--- config.mk ---
export PLATFORM = sky130hd
export DESIGN_NAME = codec_status_gpio
export DESIGN_NICKNAME = d
export VERILOG_FILES = /design/src/hdl/status_gpio_pkg.sv /design/src/hdl/codec_status_gpio.sv
export SDC_FILE = /design/constraint.sdc
export NUM_CORES = 1
export LEC_CHECK = 0
export BUFFER_PORTS_ARGS = -buffer_cell sky130_fd_sc_hd__buf_2
export CORE_MARGIN = 2
export CORE_UTILIZATION = 55
export DETAILED_ROUTE_END_ITERATION = 12
export PLACE_DENSITY = 0.79
export SETUP_SLACK_MARGIN = 0.02
export SLEW_MARGIN = 20
export SYNTH_ARGS = -nofsm -noshare
export SYNTH_HDL_FRONTEND = slang
export SYNTH_SLANG_ARGS = --single-unit
--- constraint.sdc ---
create_clock -name clk_in -period 7.9 [get_ports clk_in]
set_clock_uncertainty 0.15 [all_clocks]
set_input_delay 0.79 -clock clk_in [delete_from_list [all_inputs] [get_ports clk_in]]
set_output_delay 0.79 -clock clk_in [all_outputs]
set_load 0.02 [all_outputs]
--- src/hdl/status_gpio_pkg.sv ---
// Package: constants, modes and carriers for the codec status GPIO block
package status_gpio_pkg;

  localparam int          N_BITS          = 8;
  localparam int          CHAN_W          = 5;
  localparam int          CHAN_USED       = 4;
  localparam int          MODE_W          = 4;
  localparam int          CLK_HZ          = 100_000_000;
  localparam int          QUAL_PERIOD_S   = 3;
  localparam int          QUAL_CYCLES     = QUAL_PERIOD_S * CLK_HZ;
  localparam int          PULSE_CYCLES    = 5_000_000;
  localparam int          TIMER_W         = 32;
  localparam int          ERRCNT_W        = 16;
  localparam logic [TIMER_W-1:0] TIMER_ZERO = 32'h0000_0000;
  localparam logic [ERRCNT_W-1:0] ERRCNT_ZERO = 16'h0000;
  localparam logic [ERRCNT_W-1:0] ERRCNT_MAX  = 16'hFFFF;
  localparam logic [N_BITS-1:0] BITS_ZERO   = 8'h00;
  localparam logic [CHAN_W-1:0] CHAN_ZERO   = 5'h00;

  typedef enum logic [MODE_W-1:0] {
    MODE_OFF        = 4'h0,
    MODE_ON         = 4'h1,
    far_mirror_mode = 4'h2,
    MODE_CONNECTED  = 4'h3,
    MODE_RX_LOCKED  = 4'h4,
    MODE_LOOPBACK   = 4'h5,
    MODE_DROPPED    = 4'h6,
    MODE_PKT_LOSS   = 4'h7,
    MODE_POOR_QUAL  = 4'h8
  } out_mode_t;

  // Call status as reported by the call controller
  typedef struct packed {
    logic call_up;
    logic peer_compat;
    logic codec_known;
    logic rx_valid;
    logic call_dropped;
    logic call_restored;
    logic redial_cancel;
  } call_status_t;

  typedef struct packed {
    logic pkt_lost;
    logic pkt_errored;
  } pkt_event_t;

  typedef struct packed {
    logic [N_BITS-1:0]   par_out_n;
    logic [CHAN_W-1:0]   net_status_out_channel_1;
    logic [CHAN_W-1:0]   net_status_out_channel_2;
    logic [N_BITS-1:0]   status;
    logic [N_BITS-1:0]   inputs;
    logic                dropped;
    logic                poor;
    logic [TIMER_W-1:0]  pulse_cnt;
    logic [TIMER_W-1:0]  qual_cnt;
    logic [ERRCNT_W-1:0] bad_cnt;
  } gpio_state_t;

endpackage

--- src/hdl/codec_status_gpio.sv ---
// Status output and contact input logic of a networked audio codec
`timescale 1ns/100ps

// Overview of operation
// - Eight outputs, each with own mode
// - Asserted means contact closed to ground
// - Off mode: output never asserted
// - On mode: output asserted from the first clock out of reset
// - Far mirror: follow far input during call with compatible peer
// - Connected mode: asserted while call up
// - Receive locked: call, codec known, valid data
// - Loopback: output follows same local input
// - Dropped call: hold until redial or cancel
// - Packet loss: pulse on lost packet, retriggered by each further loss
// - Poor quality: bad packets over threshold
// - Poor quality re-evaluated every three seconds
// - Inputs from one source, outputs both
// - Items 1-4 channel 1, 5-8 channel 2
// - Fifth channel bit ignored both ways
// - Parallel inputs are active low
// - Net source configured selects network inputs
module codec_status_gpio
  import status_gpio_pkg::*;
#(
  parameter int PULSE_LEN   = PULSE_CYCLES,
  parameter int QUAL_PERIOD = QUAL_CYCLES
) (
  input  wire logic                  clk_in,
  input  wire logic                  reset_n_in,
  input  wire logic [N_BITS*MODE_W-1:0] mode_cfg_in,
  input  wire logic [ERRCNT_W-1:0]   qual_threshold_in,
  input  wire logic                  net_src_set_in,
  input  wire logic [N_BITS-1:0]     par_in_n_in,
  input  wire logic [CHAN_W-1:0]     net_status_in_channel_1_in,
  input  wire logic [CHAN_W-1:0]     net_status_in_channel_2_in,
  input  wire logic [N_BITS-1:0]     far_inputs_in,
  input  wire call_status_t          call_in,
  input  wire pkt_event_t            pkt_in,
  output logic [N_BITS-1:0]          par_out_n_out,
  output logic [CHAN_W-1:0]          net_status_out_channel_1_out,
  output logic [CHAN_W-1:0]          net_status_out_channel_2_out,
  output logic [N_BITS-1:0]          inputs_out
);

  localparam logic [TIMER_W-1:0] PULSE_LOAD =
    TIMER_W'(PULSE_LEN);
  localparam logic [TIMER_W-1:0] QUAL_LAST =
    TIMER_W'(QUAL_PERIOD - 1);

  gpio_state_t st_ff;
  gpio_state_t nxt_st;

  // Pack four status bits into a channel word, fifth bit left low
  function automatic logic [CHAN_W-1:0] to_chan(
    input logic [CHAN_USED-1:0] bits
  );
    to_chan = {1'b0, bits};
  endfunction

  function automatic out_mode_t mode_of(input int idx);
    logic [MODE_W-1:0] raw;
    raw = mode_cfg_in[idx*MODE_W +: MODE_W];
    if (raw > MODE_POOR_QUAL) begin
      mode_of = MODE_OFF;
    end else begin
      mode_of = out_mode_t'(raw);
    end
  endfunction

  // ------------------------------------------------------------
  // Helpers
  // ------------------------------------------------------------
  // Pick the live input source; the idle source is never looked at
  function automatic logic [N_BITS-1:0] pick_inputs(
    input logic              from_net,
    input logic [CHAN_W-1:0] chan_1,
    input logic [CHAN_W-1:0] chan_2,
    input logic [N_BITS-1:0] par_n
  );
    if (from_net) begin
      pick_inputs = {chan_2[CHAN_USED-1:0],
                     chan_1[CHAN_USED-1:0]};
    end else begin
      pick_inputs = ~par_n;
    end
  endfunction

  // Saturating add keeps a flood of bad packets from wrapping to zero
  function automatic logic [ERRCNT_W-1:0] sat_add(
    input logic [ERRCNT_W-1:0] base,
    input logic [ERRCNT_W-1:0] inc
  );
    if (base > ERRCNT_MAX - inc) begin
      sat_add = ERRCNT_MAX;
    end else begin
      sat_add = base + inc;
    end
  endfunction

  // Status of one output for the mode it is set to
  function automatic logic status_of(
    input out_mode_t    mode,
    input call_status_t call,
    input logic         far_bit,
    input logic         local_bit,
    input logic         dropped,
    input logic         pulse_on,
    input logic         poor
  );
    status_of = 1'b0;
    unique case (mode)
      MODE_OFF:        status_of = 1'b0;
      MODE_ON:         status_of = 1'b1;
      far_mirror_mode: status_of = call.call_up && call.peer_compat &&
                                   far_bit;
      MODE_CONNECTED:  status_of = call.call_up;
      MODE_RX_LOCKED:  status_of = call.call_up && call.codec_known &&
                                   call.rx_valid;
      MODE_LOOPBACK:   status_of = local_bit;
      MODE_DROPPED:    status_of = dropped;
      MODE_PKT_LOSS:   status_of = pulse_on;
      MODE_POOR_QUAL:  status_of = poor;
    endcase
  endfunction

  // ------------------------------------------------------------
  // Next state
  // ------------------------------------------------------------
  always_comb begin
    logic [N_BITS-1:0]   in_now;
    logic [ERRCNT_W-1:0] bad_inc;
    logic                pulse_on;
    nxt_st   = st_ff;
    in_now   = BITS_ZERO;
    bad_inc  = ERRCNT_ZERO;
    pulse_on = 1'b0;

    // ----------------------------------------------------------
    // Input source
    // ----------------------------------------------------------
    // Network word bit 4 is dropped here, so it can never leak in
    in_now = pick_inputs(net_src_set_in, net_status_in_channel_1_in,
                         net_status_in_channel_2_in,
                         par_in_n_in);
    nxt_st.inputs = in_now;

    // ----------------------------------------------------------
    // Dropped call latch
    // ----------------------------------------------------------
    // A new drop wins over a clear in the same cycle
    if (call_in.call_dropped) begin
      nxt_st.dropped = 1'b1;
    end else if (call_in.call_restored || call_in.redial_cancel) begin
      nxt_st.dropped = 1'b0;
    end

    // ----------------------------------------------------------
    // Packet loss pulse
    // ----------------------------------------------------------
    // Loss pulse retriggers so a burst reads as one long closure
    if (pkt_in.pkt_lost) begin
      nxt_st.pulse_cnt = PULSE_LOAD;
    end else if (st_ff.pulse_cnt != TIMER_ZERO) begin
      nxt_st.pulse_cnt = st_ff.pulse_cnt - 1'b1;
    end
    pulse_on = (st_ff.pulse_cnt != TIMER_ZERO);

    // ----------------------------------------------------------
    // Quality window
    // ----------------------------------------------------------
    // One lost and one errored packet in a cycle count two
    bad_inc = ERRCNT_W'(pkt_in.pkt_lost) + ERRCNT_W'(pkt_in.pkt_errored);
    nxt_st.bad_cnt = sat_add(st_ff.bad_cnt, bad_inc);
    if (st_ff.qual_cnt == QUAL_LAST) begin
      nxt_st.qual_cnt = TIMER_ZERO;
      nxt_st.poor     = (st_ff.bad_cnt > qual_threshold_in);
      // The new window opens with this cycle's events
      nxt_st.bad_cnt  = sat_add(ERRCNT_ZERO, bad_inc);
    end else begin
      nxt_st.qual_cnt = st_ff.qual_cnt + 1'b1;
    end

    // ----------------------------------------------------------
    // Status per output
    // ----------------------------------------------------------
    for (int i = 0; i < N_BITS; i++) begin
      nxt_st.status[i] = status_of(mode_of(i), call_in, far_inputs_in[i],
                                   st_ff.inputs[i], st_ff.dropped,
                                   pulse_on, st_ff.poor);
    end

    // ----------------------------------------------------------
    // Output mapping
    // ----------------------------------------------------------
    // Outputs are closures to ground, presented on both interfaces
    nxt_st.par_out_n = ~nxt_st.status;
    nxt_st.net_status_out_channel_1 =
      to_chan(nxt_st.status[CHAN_USED-1:0]);
    nxt_st.net_status_out_channel_2 =
      to_chan(nxt_st.status[N_BITS-1:CHAN_USED]);
  end

  // ------------------------------------------------------------
  // State register
  // ------------------------------------------------------------
  always_ff @(posedge clk_in) begin
    if (!reset_n_in) begin
      st_ff           <= '0;
      st_ff.par_out_n <= ~BITS_ZERO;
    end else begin
      st_ff <= nxt_st;
    end
  end

  assign par_out_n_out                = st_ff.par_out_n;
  assign net_status_out_channel_1_out = st_ff.net_status_out_channel_1;
  assign net_status_out_channel_2_out = st_ff.net_status_out_channel_2;
  assign inputs_out                   = st_ff.inputs;

endmodule

---- After elaboration in Yosys (flattened, before gate mapping) ----
Index checks and enable logic that the tools add are counted.
W data, S select, Z words.
word-level totals
  word-level logic and storage cells ...... 145
  bits in registers ....................... 108
  input bits .............................. 86
cells by class
  reductions and logical operators ........ 25
  bitwise logic cells ..................... 3
  muxes and demuxes ....................... 24
  equality and inequality tests ........... 65
  add/sub/neg operators ................... 5
  order comparisons ....................... 11
operators with widths
  kind                     number
  $eq A4 B3 Y1 const B     32
  $pmux W1 S9              8
  $eq A4 B2 Y1 const B     16
  $mux W16                 3
  $mux W23                 2
  $add A32 B1 Y32 const B  1
  $eq A32 B29 Y1 const B   1
  $eq A4 B1 Y1 const B     8
  $eq A4 B4 Y1 const B     8
  $gt A16 B16 Y1           2
  $gt A4 B4 Y1 const B     8
  $logic_not A4 Y1         8
  $mux W4                  8
  $reduce_bool A32 Y1      1
  $sub A32 B1 Y32 const B  1
  $add A16 B2 Y16          1
  $gt A1 B16 Y1 const A    1
  $not A8 Y8               2
  $logic_and A1 B1 Y1      11
  $mux W8                  1
  $reduce_bool A2 Y1       2
  $reduce_or A2 Y1         2
  $sub A1 B3 Y4 const A    1
  $add A1 B1 Y2            1
  other kinds (3)          4

---- Depth between registers and ports, before layout ----
Gate-level depths: netlist of the first run.
  depth in word-level cells ............... 5
  gate-level depth with buffers ........... 8
  gate-level depth less buffers ........... 8

---- Least setup slack after synthesis of the first run ----
No wires, ideal clock.
  path type ............................... input port to flip-flop
  start ................................... input pkt_in[0] (netlist name)
  end ..................................... register st_ff[12] (netlist name)
  stages .................................. 8
  setup slack ............................. 5.212 ns
  data arrival time ....................... 2.467 ns
  setup time .............................. 0.070 ns
  buffers on the path ..................... 0
  data required time ...................... 7.680 ns
  cells stage by stage .................... ha_1 -> ha_1 -> inv_1 -> fa_1 -> nor3_1 -> nand3_1 -> xor2_1 -> a21oi_1
between the ends
  word-level cells in the longest chain between the ends .. 5
ends and longest elaborated chain
  element                                                 line                      RTL
  start, declared                                         codec_status_gpio.sv:38   input wire pkt_event_t pkt_in,
  $add A1 B1 Y2 (*)                                       codec_status_gpio.sv:172  bad_inc = ERRCNT_W'(pkt_in.pkt_lost) + ERRCNT_W'(pkt_in.pkt_errored);
  $sub A1 B3 Y4                                           codec_status_gpio.sv:93   if (base > ERRCNT_MAX - inc) begin
  $gt A16 B16 Y1 / $gt A1 B16 Y1 (equally long branches)  codec_status_gpio.sv:93
  $mux W16                                                codec_status_gpio.sv:93
  $mux W16 (*)                                            codec_status_gpio.sv:174  if (st_ff.qual_cnt == QUAL_LAST) begin
  end signal, assigned                                    codec_status_gpio.sv:211  st_ff <= nxt_st;
  end, declared                                           codec_status_gpio.sv:50   gpio_state_t st_ff;
Every way passes the cells marked *; elsewhere a longest branch is shown, timed or not.
A chain may end at the register's enable or synchronous reset.

---- Worst setup path after layout of the first run ----
  start ................................... register st_ff[56] (netlist name)
  end ..................................... register st_ff[70] (netlist name)
between the ends
  word-level cells in the longest chain between the ends .. 3
ends and longest elaborated chain
  element          line                      RTL
  $sub A32 B1 Y32  codec_status_gpio.sv:164  nxt_st.pulse_cnt = st_ff.pulse_cnt - 1'b1;
  $mux W23         codec_status_gpio.sv:163  end else if (st_ff.pulse_cnt != TIMER_ZERO) begin
  $mux W23         codec_status_gpio.sv:161  if (pkt_in.pkt_lost) begin
Parallel ways exist; a longest one is shown, timed or not. The select of a mux whose other input is x is not followed.

==> qor.yml, run 1 <==
crit_arrival_ns: 2.93
critical_path_required_ns: 8.05
finalHoldViolCount: 0
cts_tree: "built"
slew_violations: 0
diodes: 0
cts.sinks: 106
worstSetupStartpoint: "st_ff[56]"
placedCellCount: 914
fin_area_mm2: 0.00647
drive_gt1_share_pct: 17.7
initial_core_util_pct: 56.4
clkTransAtPathRegs_ns: 0.10
p_per_area_mw_per_mm2: 162
hold_buffers: 0
yosysMostFrequentCell: "dfxtp_1"
ctsResizeCount: 0
grt_first_pass_wirelength_um: 21900
cts_buffer_depth: 2
synthDominantCellAreaShare_pct: 36.4
leakagePower_nw: 2.66
die_w_um: 107
path_depth: 5
fin_cells: 929
grt_max_degree: 47
maxCapViolCount: 0
slew_headroom_pct: 40.4
ys_seq_area_share_pct: 36.4
r2r_slack_ns: 5.11
path_class: "reg2reg"
insertion_delay_ns: 0.38
fin_nets: 899
reg2reg_depth: 5
synthFlopType: "dfxtp_1"
critPathMaxFanout: 11
comb_power_share_pct: 16.6
rr_startpoint: "st_ff[56]"
synth_cell_type_count: 59
p_switching_mw: 0.302
cts_setup_buffers: 0
path_delay_family: "simple AND/OR/NAND/NOR gates"
slowest_stage: "or4b_4"
yosysWarnings: 0
swShare_pct: 28.8
end_kind: "flip-flop"
clock.fmax_ghz: 0.359
seq_power_share_pct: 54.3
die_h_um: 107
syn_to_final_growth_pct: 11.1
power_frac_clock_pct: 29.0
yosys-top-cells-count: "dfxtp_1 (106), nor2_1 (90), a21oi_1 (57)"
synth-edff-count: 0
drt.antenna.violating_nets: 0
syn_inst: 713
ios: 112
hold_path_class: "reg2reg"
yosys.area.top_type: "dfxtp_1"
fin_crit_sh_pct: 35.3
rows: 37
synthArstFlopShare_pct: 0
vias_per_cell: 5.79
placed_cell_area_mm2: 0.00630
p_int_mw: 0.746
final_util_pct: 62.7
cts_root_buffer: "clkbuf_8"
rsz0062_at_grt: "no"
ir_drop_v: 0.000133
tns_ns: 0
cpPeakStageDelay_ns: 0.72
fp.dieArea_mm2: 0.0114
grtUsageTotal_pct: 23.2
numCtsBuffers: 9
synth.avg_cell_area_um2: 8.17
routed_wl_um: 13400
critPathBufInv: 0
htree_levels: 3
grt_pass1_vias: 4980
synth-seq-cells: 106
critPathCapture: "st_ff[70]"
synth.area.top_cells: "dfxtp_1 (36%), nor2_1 (5.8%), xor2_1 (5.7%)"
routabilityCongestion: 0.867
worstSetupStartpointType: "flip-flop"
overflow: 0
synth.cell_area_mm2: 0.00582
drtPass1Iterations: 5
min_period_ns: 2.79
r2r-end: "st_ff[70]"
worst_slew_pin_slew_ns: 0.887
port_buffers: 107
post-dp-hpwl_um: 9830
drc: 0
antenna_found_initial: 1
vias: 5379
path_cells: "nor3_1 > nand4_1 > or4b_4 > or4_1 > a31oi_1"
setup_viol: 0
status: "finished clean"
hp-start: "st_ff[16]"
drt_iter0_markers: 307
wl_per_cell_um: 14.4
core_mm2: 0.0103
-- flip-flops by register name, indices dropped and copies added, names as in the netlist --
| name | flops |
|---|---|
| inputs_out | 8 |
| net_status_out_channel_1_out | 4 |
| net_status_out_channel_2_out | 4 |
| par_out_n_out | 8 |
| st_ff | 82 |
-- per-layer routing --
| metal | global-route usage, % | share of wire (%) | vias up |
|---|---|---|---|
| met4 | 9.74 | 2.3 | 2 |
| met5 | 0 | 0.075 | - |
| met3 | 4.44 | 4.5 | 30 |
| met2 | 39.8 | 50 | 142 |
| li1 | - | - | 2697 |
| met1 | 28.5 | 43 | 2508 |
-- per-stage QoR --
step / setup WS (ns) / total power [mW] / hold slack (ns)
after global placement: 4.82 / 0.746 / 0.311
after floorplan: 5.21 / 0.702 / 0.292
after CTS: 5.13 / 1.05 / 0.337
after global routing: 4.92 / 1.10 / 0.361
final: 5.11 / 1.05 / 0.332
after detailed placement: 4.73 / 0.755 / 0.316
-- layout by cell type (no fill, tap or decap), types with 9 or more instances in the layout --
master and instances:
xnor2_1 15, dfxtp_1 106, nor2_1 90, nand4_1 21, xor2_1 38, buf_2 107, a21oi_1 57, clkbuf_8 10
nor3_1 21, inv_1 35, and3_1 9, or4_1 12, o31ai_1 11, or3_1 10, o21ai_0 25, nand2_1 39
nand3_1 30, ha_1 23, o21a_1 13, nor4_1 13
-- area by class of cell --
type	instances	area (um^2)
fill	874	3850
tap	136	170
sequential	106	2120
clock inverter	4	28.8
multi-input combinational	526	3310
timing repair buffer	111	566
inverter	35	131
clock buffer	11	141
-- power groups by stage --
stage                     registers, mW  logic, mW  clock network [mW]
after floorplan                   0.577      0.126                   0
after global placement            0.581      0.165                   0
after detailed placement          0.582      0.173                   0
after CTS                         0.569      0.174               0.311
after global routing              0.573      0.196               0.333
final                             0.570      0.174               0.304
-- worst min-delay path by stage --
stage,slack [ns],cells past startpoint,endpoint
6_report,0.33,1,st_ff[16]
5_1_grt,0.36,2,st_ff[75]
2_1_floorplan,0.29,1,st_ff[16]
4_1_cts,0.34,2,st_ff[75]
3_5_place_dp,0.32,1,st_ff[16]
3_3_place_gp,0.31,1,st_ff[16]
-- logic make-up after synthesis --
family | Yosys count | share of synthesized area (%)
AND/OR/NAND/NOR | 290 | 26.0
AO/OA/AOI/OAI | 156 | 16.9
flip-flops | 106 | 36.4
buffers and inverters | 82 | 7.11
XOR/XNOR | 53 | 7.97
adder cells (fa/ha/maj) | 24 | 5.29
other | 1 | 0.0644
multiplexers | 1 | 0.172
Power figures use the tool's default switching activity.
==> run 2, diff against run 1 <==
- CORE_UTILIZATION: 55 -> 50
- PLACE_DENSITY: 0.79 -> 0.76
- clock period: 7.9 -> 2.46 ns (I/O delays scaled with it)
==> qor.yml, run 2 (synthesis gave the netlist of run 1 again) <==
ir_drop_v: 0.000450
largest_register: "st_ff"
violations: "setup timing"
fin_crit_sh_pct: 101
post-dp-hpwl_um: 10500
swShare_pct: 26.6
placedCellCount: 938
drtPass1Iterations: 5
end_kind: "flip-flop"
finalPower_mw: 3.86
vias_per_cell: 5.75
p_switching_mw: 1.03
path_class: "reg2reg"
power_frac_clock_pct: 36.4
p_per_area_mw_per_mm2: 559
cts_tree: "built"
setup_ws_ns: -0.0256
die_w_um: 112
initial_core_util_pct: 51.2
rr_startpoint: "st_ff[54]"
routed_wl_um: 14400
comb_power_share_pct: 16.2
status: "finished with violations"
overflow: 0
die_h_um: 112
clock.fmax_ghz: 0.402
routabilityCongestion: 0.884
hold_path_class: "in2reg"
worstSetupStartpointType: "flip-flop"
diodes: 0
final_cell_mix: "buf_2 (107), dfxtp_1 (104), nor2_1 (90)"
p_int_mw: 2.83
core_mm2: 0.0114
r2r_slack_ns: -0.03
wl_per_cell_um: 14.8
htree_levels: 3
worstSetupStartpoint: "st_ff[54]"
antenna_found_initial: 0
crit_top_cell: "or4_4"
drt.antenna.violating_nets: 0
vias: 5582
whs_ns: 0.0153
cts_buffer_depth: 2
slew_violations: 0
min_period_ns: 2.49
grt_pass1_vias: 5520
leakagePower_nw: 2.89
cpPeakStageDelay_ns: 0.56
cts_root_buffer: "clkbuf_16"
slowest_stage: "or4b_4"
cts.sinks: 106
syn_to_final_growth_pct: 18.4
drc: 0
port_buffers: 107
critical_path_required_ns: 2.58
grt_first_pass_wirelength_um: 24300
fp.dieArea_mm2: 0.0125
worst_slew_pin_slew_ns: 0.567
grt_max_degree: 23
path_depth: 5
critPathBufInv: 0
crit_arrival_ns: 2.61
fin_cells: 971
layout_commonest_cell: "buf_2"
path_cells: "or4_4 > or2_4 > or4b_4 > or4_4 > a31oi_1"
critPathMaxFanout: 5
numCtsBuffers: 9
drive_gt1_share_pct: 21.1
finalHoldViolCount: 0
drt_iter0_markers: 351
rsz0062_at_grt: "yes"
reg2reg_depth: 5
r2r-end: "st_ff[70]"
path_delay_family: "simple AND/OR/NAND/NOR gates"
slew_headroom_pct: 61.9
setup_viol: 1
grtUsageTotal_pct: 23.0
critPathCapture: "st_ff[70]"
maxCapViolCount: 0
seq_power_share_pct: 47.4
insertion_delay_ns: 0.35
clkTransAtPathRegs_ns: 0.07
fin_nets: 933
ios: 112
rows: 39
largest_reg_flops: 82
[run 2: timing repair]
action,4_1_cts,5_1_grt
hold buffers,6,0
endpoints found under the hold margin,6,0
cloned,0,1
gates resized for setup,1,5
setup buffers,0,10
pin swaps,0,4
setup endpoints to repair,1,20
[run 2: cell type report]
class / instances / area, um^2
clock inverter: 6 / 57.6
tap: 143 / 179
timing repair buffer: 144 / 828
clock buffer: 10 / 229
inverter: 35 / 131
fill: 1020 / 4470
sequential: 106 / 2120
multi-input combinational: 527 / 3350
[run 2: worst min-delay path: stages]
cell and delay, ns:
buf_2 0.08, a21oi_1 0.06, nor2_1 0.08
[run 2: worst min-delay path by stage]
stage	to	slack (ns)	cells past startpoint	start
floorplan	st_ff[81]	0.21	2	call_in[2]
global placement	st_ff[81]	0.31	3	call_in[2]
detailed placement	st_ff[81]	0.31	3	call_in[2]
CTS	inputs_out[2]	0.0008	3	net_status_in_channel_1_in[2]
global route	inputs_out[2]	0.02	3	net_status_in_channel_1_in[2]
finish	inputs_out[2]	0.02	3	net_status_in_channel_1_in[2]
[run 2: power by group through the flow]
stage	sequential, mW	clock (mW)	combinational [mW]
after global placement	1.86	0	0.564
after detailed placement	1.87	0	0.590
after floorplan	1.85	0	0.403
final	1.83	1.40	0.624
after CTS	1.83	1.43	0.602
after global routing	1.84	1.50	0.699
[run 2: stage by stage]
stage | instance area [um^2] | setup WS [ns] | util [%] | TNS [ns]
2_1_floorplan | 5830 | 0.00204 | - | 0
3_3_place_gp | 6440 | 0.0443 | 56.6 | 0
3_5_place_dp | 6440 | -0.00556 | 56.6 | -0.00556
4_1_cts | 6790 | -0.0477 | 59.7 | -0.0477
5_1_grt | 6900 | -0.0757 | 60.7 | -0.0978
6_report | 6900 | -0.0256 | 60.7 | -0.0256
[run 2: metal layers]
layer  up-vias  part of all wire, %  global-route usage, %  routed length (um)
met1      2656                   42                   26.8                6050
met4         0                  2.8                   9.47                 401
met2       115                   51                   40.8                7400
met5         -                    0                      0                   0
li1       2770                    -                      -                   -
met3        41                  3.8                   5.01                 549
==> run 3, diff against run 2 <==
- SETUP_SLACK_MARGIN: 0.02 -> default
==> qor.yml, run 3 (synthesis gave the netlist of run 1 again) <==
rows: 39
largest_reg_flops: 82
clock.fmax_ghz: 0.410
hold_path_class: "in2reg"
p_int_mw: 2.98
path_delay_family: "simple AND/OR/NAND/NOR gates"
path_class: "reg2reg"
critPathMaxFanout: 5
placed_cell_area_mm2: 0.00649
min_period_ns: 2.44
grtUsageTotal_pct: 22.9
fin_crit_sh_pct: 99.1
htree_levels: 3
numCtsBuffers: 9
finalHoldViolCount: 1
setup_ws_ns: 0.0211
die_h_um: 112
cts_tree: "built"
post-dp-hpwl_um: 10600
grt_pass1_vias: 5535
antenna_found_initial: 0
preCtsSetupSlack_ns: 0.0222
overflow: 0
tns_ns: 0
insertion_delay_ns: 0.35
rsz0062_at_grt: "yes"
drt_iter0_markers: 365
largest_register: "st_ff"
slowest_stage: "or4_4"
clkTransAtPathRegs_ns: 0.07
power_frac_clock_pct: 38.4
routed_wl_um: 14400
drt.antenna.violating_nets: 0
cts.sinks: 106
drc: 0
leakagePower_nw: 2.92
layout_commonest_cell: "buf_2"
swShare_pct: 25.8
seq_power_share_pct: 45.7
whs_ns: -0.00449
drtPass1Iterations: 5
final_cell_mix: "buf_2 (107), dfxtp_1 (105), nor2_1 (90)"
path_cells: "or4_4 > or2_4 > or4b_4 > or4_1 > a31oi_1"
syn_to_final_growth_pct: 19.6
critical_path_required_ns: 2.59
drive_gt1_share_pct: 20.9
vias_per_cell: 5.78
critPathBufInv: 0
grt_max_degree: 39
cts_root_buffer: "clkbuf_16"
worst_slew_pin_slew_ns: 0.519
cts_buffer_depth: 2
setup_viol: 0
port_buffers: 107
diodes: 0
violations: "hold timing"
nFillCells: 1018
crit_arrival_ns: 2.57
routabilityCongestion: 0.897
fin_area_mm2: 0.00696
cpPeakStageDelay_ns: 0.53
maxCapViolCount: 0
die_w_um: 112
p_per_area_mw_per_mm2: 576
ios: 112
end_kind: "flip-flop"
wl_per_cell_um: 14.8
slew_violations: 0
fp.dieArea_mm2: 0.0125
fin_nets: 936
core_mm2: 0.0114
worstSetupStartpointType: "flip-flop"
slew_headroom_pct: 65.1
status: "finished with violations"
vias: 5626
grt_first_pass_wirelength_um: 24000
p_switching_mw: 1.03
comb_power_share_pct: 15.9
ir_drop_v: 0.000584
initial_core_util_pct: 51.2
final_util_pct: 61.2
run 3: cell count changes in the layout (fill, tap and decap cells not counted), sizes merged:
| cell | previous run | this run |
|---|---|---|
| buf | 138 | 140 |
| clkinv | 4 | 2 |
| clkbuf | 10 | 11 |
| dlygate4sd3 | 6 | 7 |
| bufinv | 1 | 2 |
run 3: through the flow:
step                cells  power (mW)
floorplan             714        2.26
global placement      944        2.45
detailed placement    944        2.48
CTS                   967        4.02
global route          974        4.18
finish                974        4.01
run 3: final timing paths:
kind	startpoint	endpoint	slack [ns]	cells past startpoint
setup / recovery	st_ff[54]	st_ff[70]	0.02	5
hold / removal	net_status_in_channel_2_in[1]	inputs_out[5]	-0.004	3
setup reg to reg	st_ff[54]	st_ff[70]	0.02	5
hold reg to reg	st_ff[16]	st_ff[16]	0.33	1
run 3: power groups by stage:
stage	combinational, mW	clock, mW	sequential [mW]
2_1_floorplan	0.403	0	1.85
3_3_place_gp	0.582	0	1.86
3_5_place_dp	0.609	0	1.87
4_1_cts	0.622	1.57	1.83
5_1_grt	0.711	1.63	1.84
6_report	0.638	1.54	1.83
run 3: cell type report:
class	instances	area (um^2)	share of cell area, %
Inverter	35	131	1.89
Sequential cell	106	2120	30.5
Clock buffer	11	243	3.49
Clock inverter	5	77.6	1.11
Timing Repair Buffer	147	866	12.4
Tap cell	143	179	2.57
Multi-Input combinational cell	527	3340	48.0
run 3: worst register-to-register path: stages (launching register included):
cell and delay, ns:
dfxtp_2 0.33, or4_4 0.53, or2_4 0.26, or4b_4 0.52, or4_1 0.42, a31oi_1 0.17
run 3: repair_timing:
action                                 CTS  global route
setup endpoints to repair                0             9
hold buffers                             7             0
gates resized for setup                  0             6
setup buffers                            0             6
endpoints found under the hold margin    7             0
run 3: layer usage:
layer	share of wire [%]	global-route usage, %	up-vias	routed length (um)
met4	3.0	9.22	0	429
met3	3.7	5.61	40	540
met5	0	0	-	0
met1	42	26.8	2681	6090
met2	51	40.3	128	7350
li1	-	-	2777	-
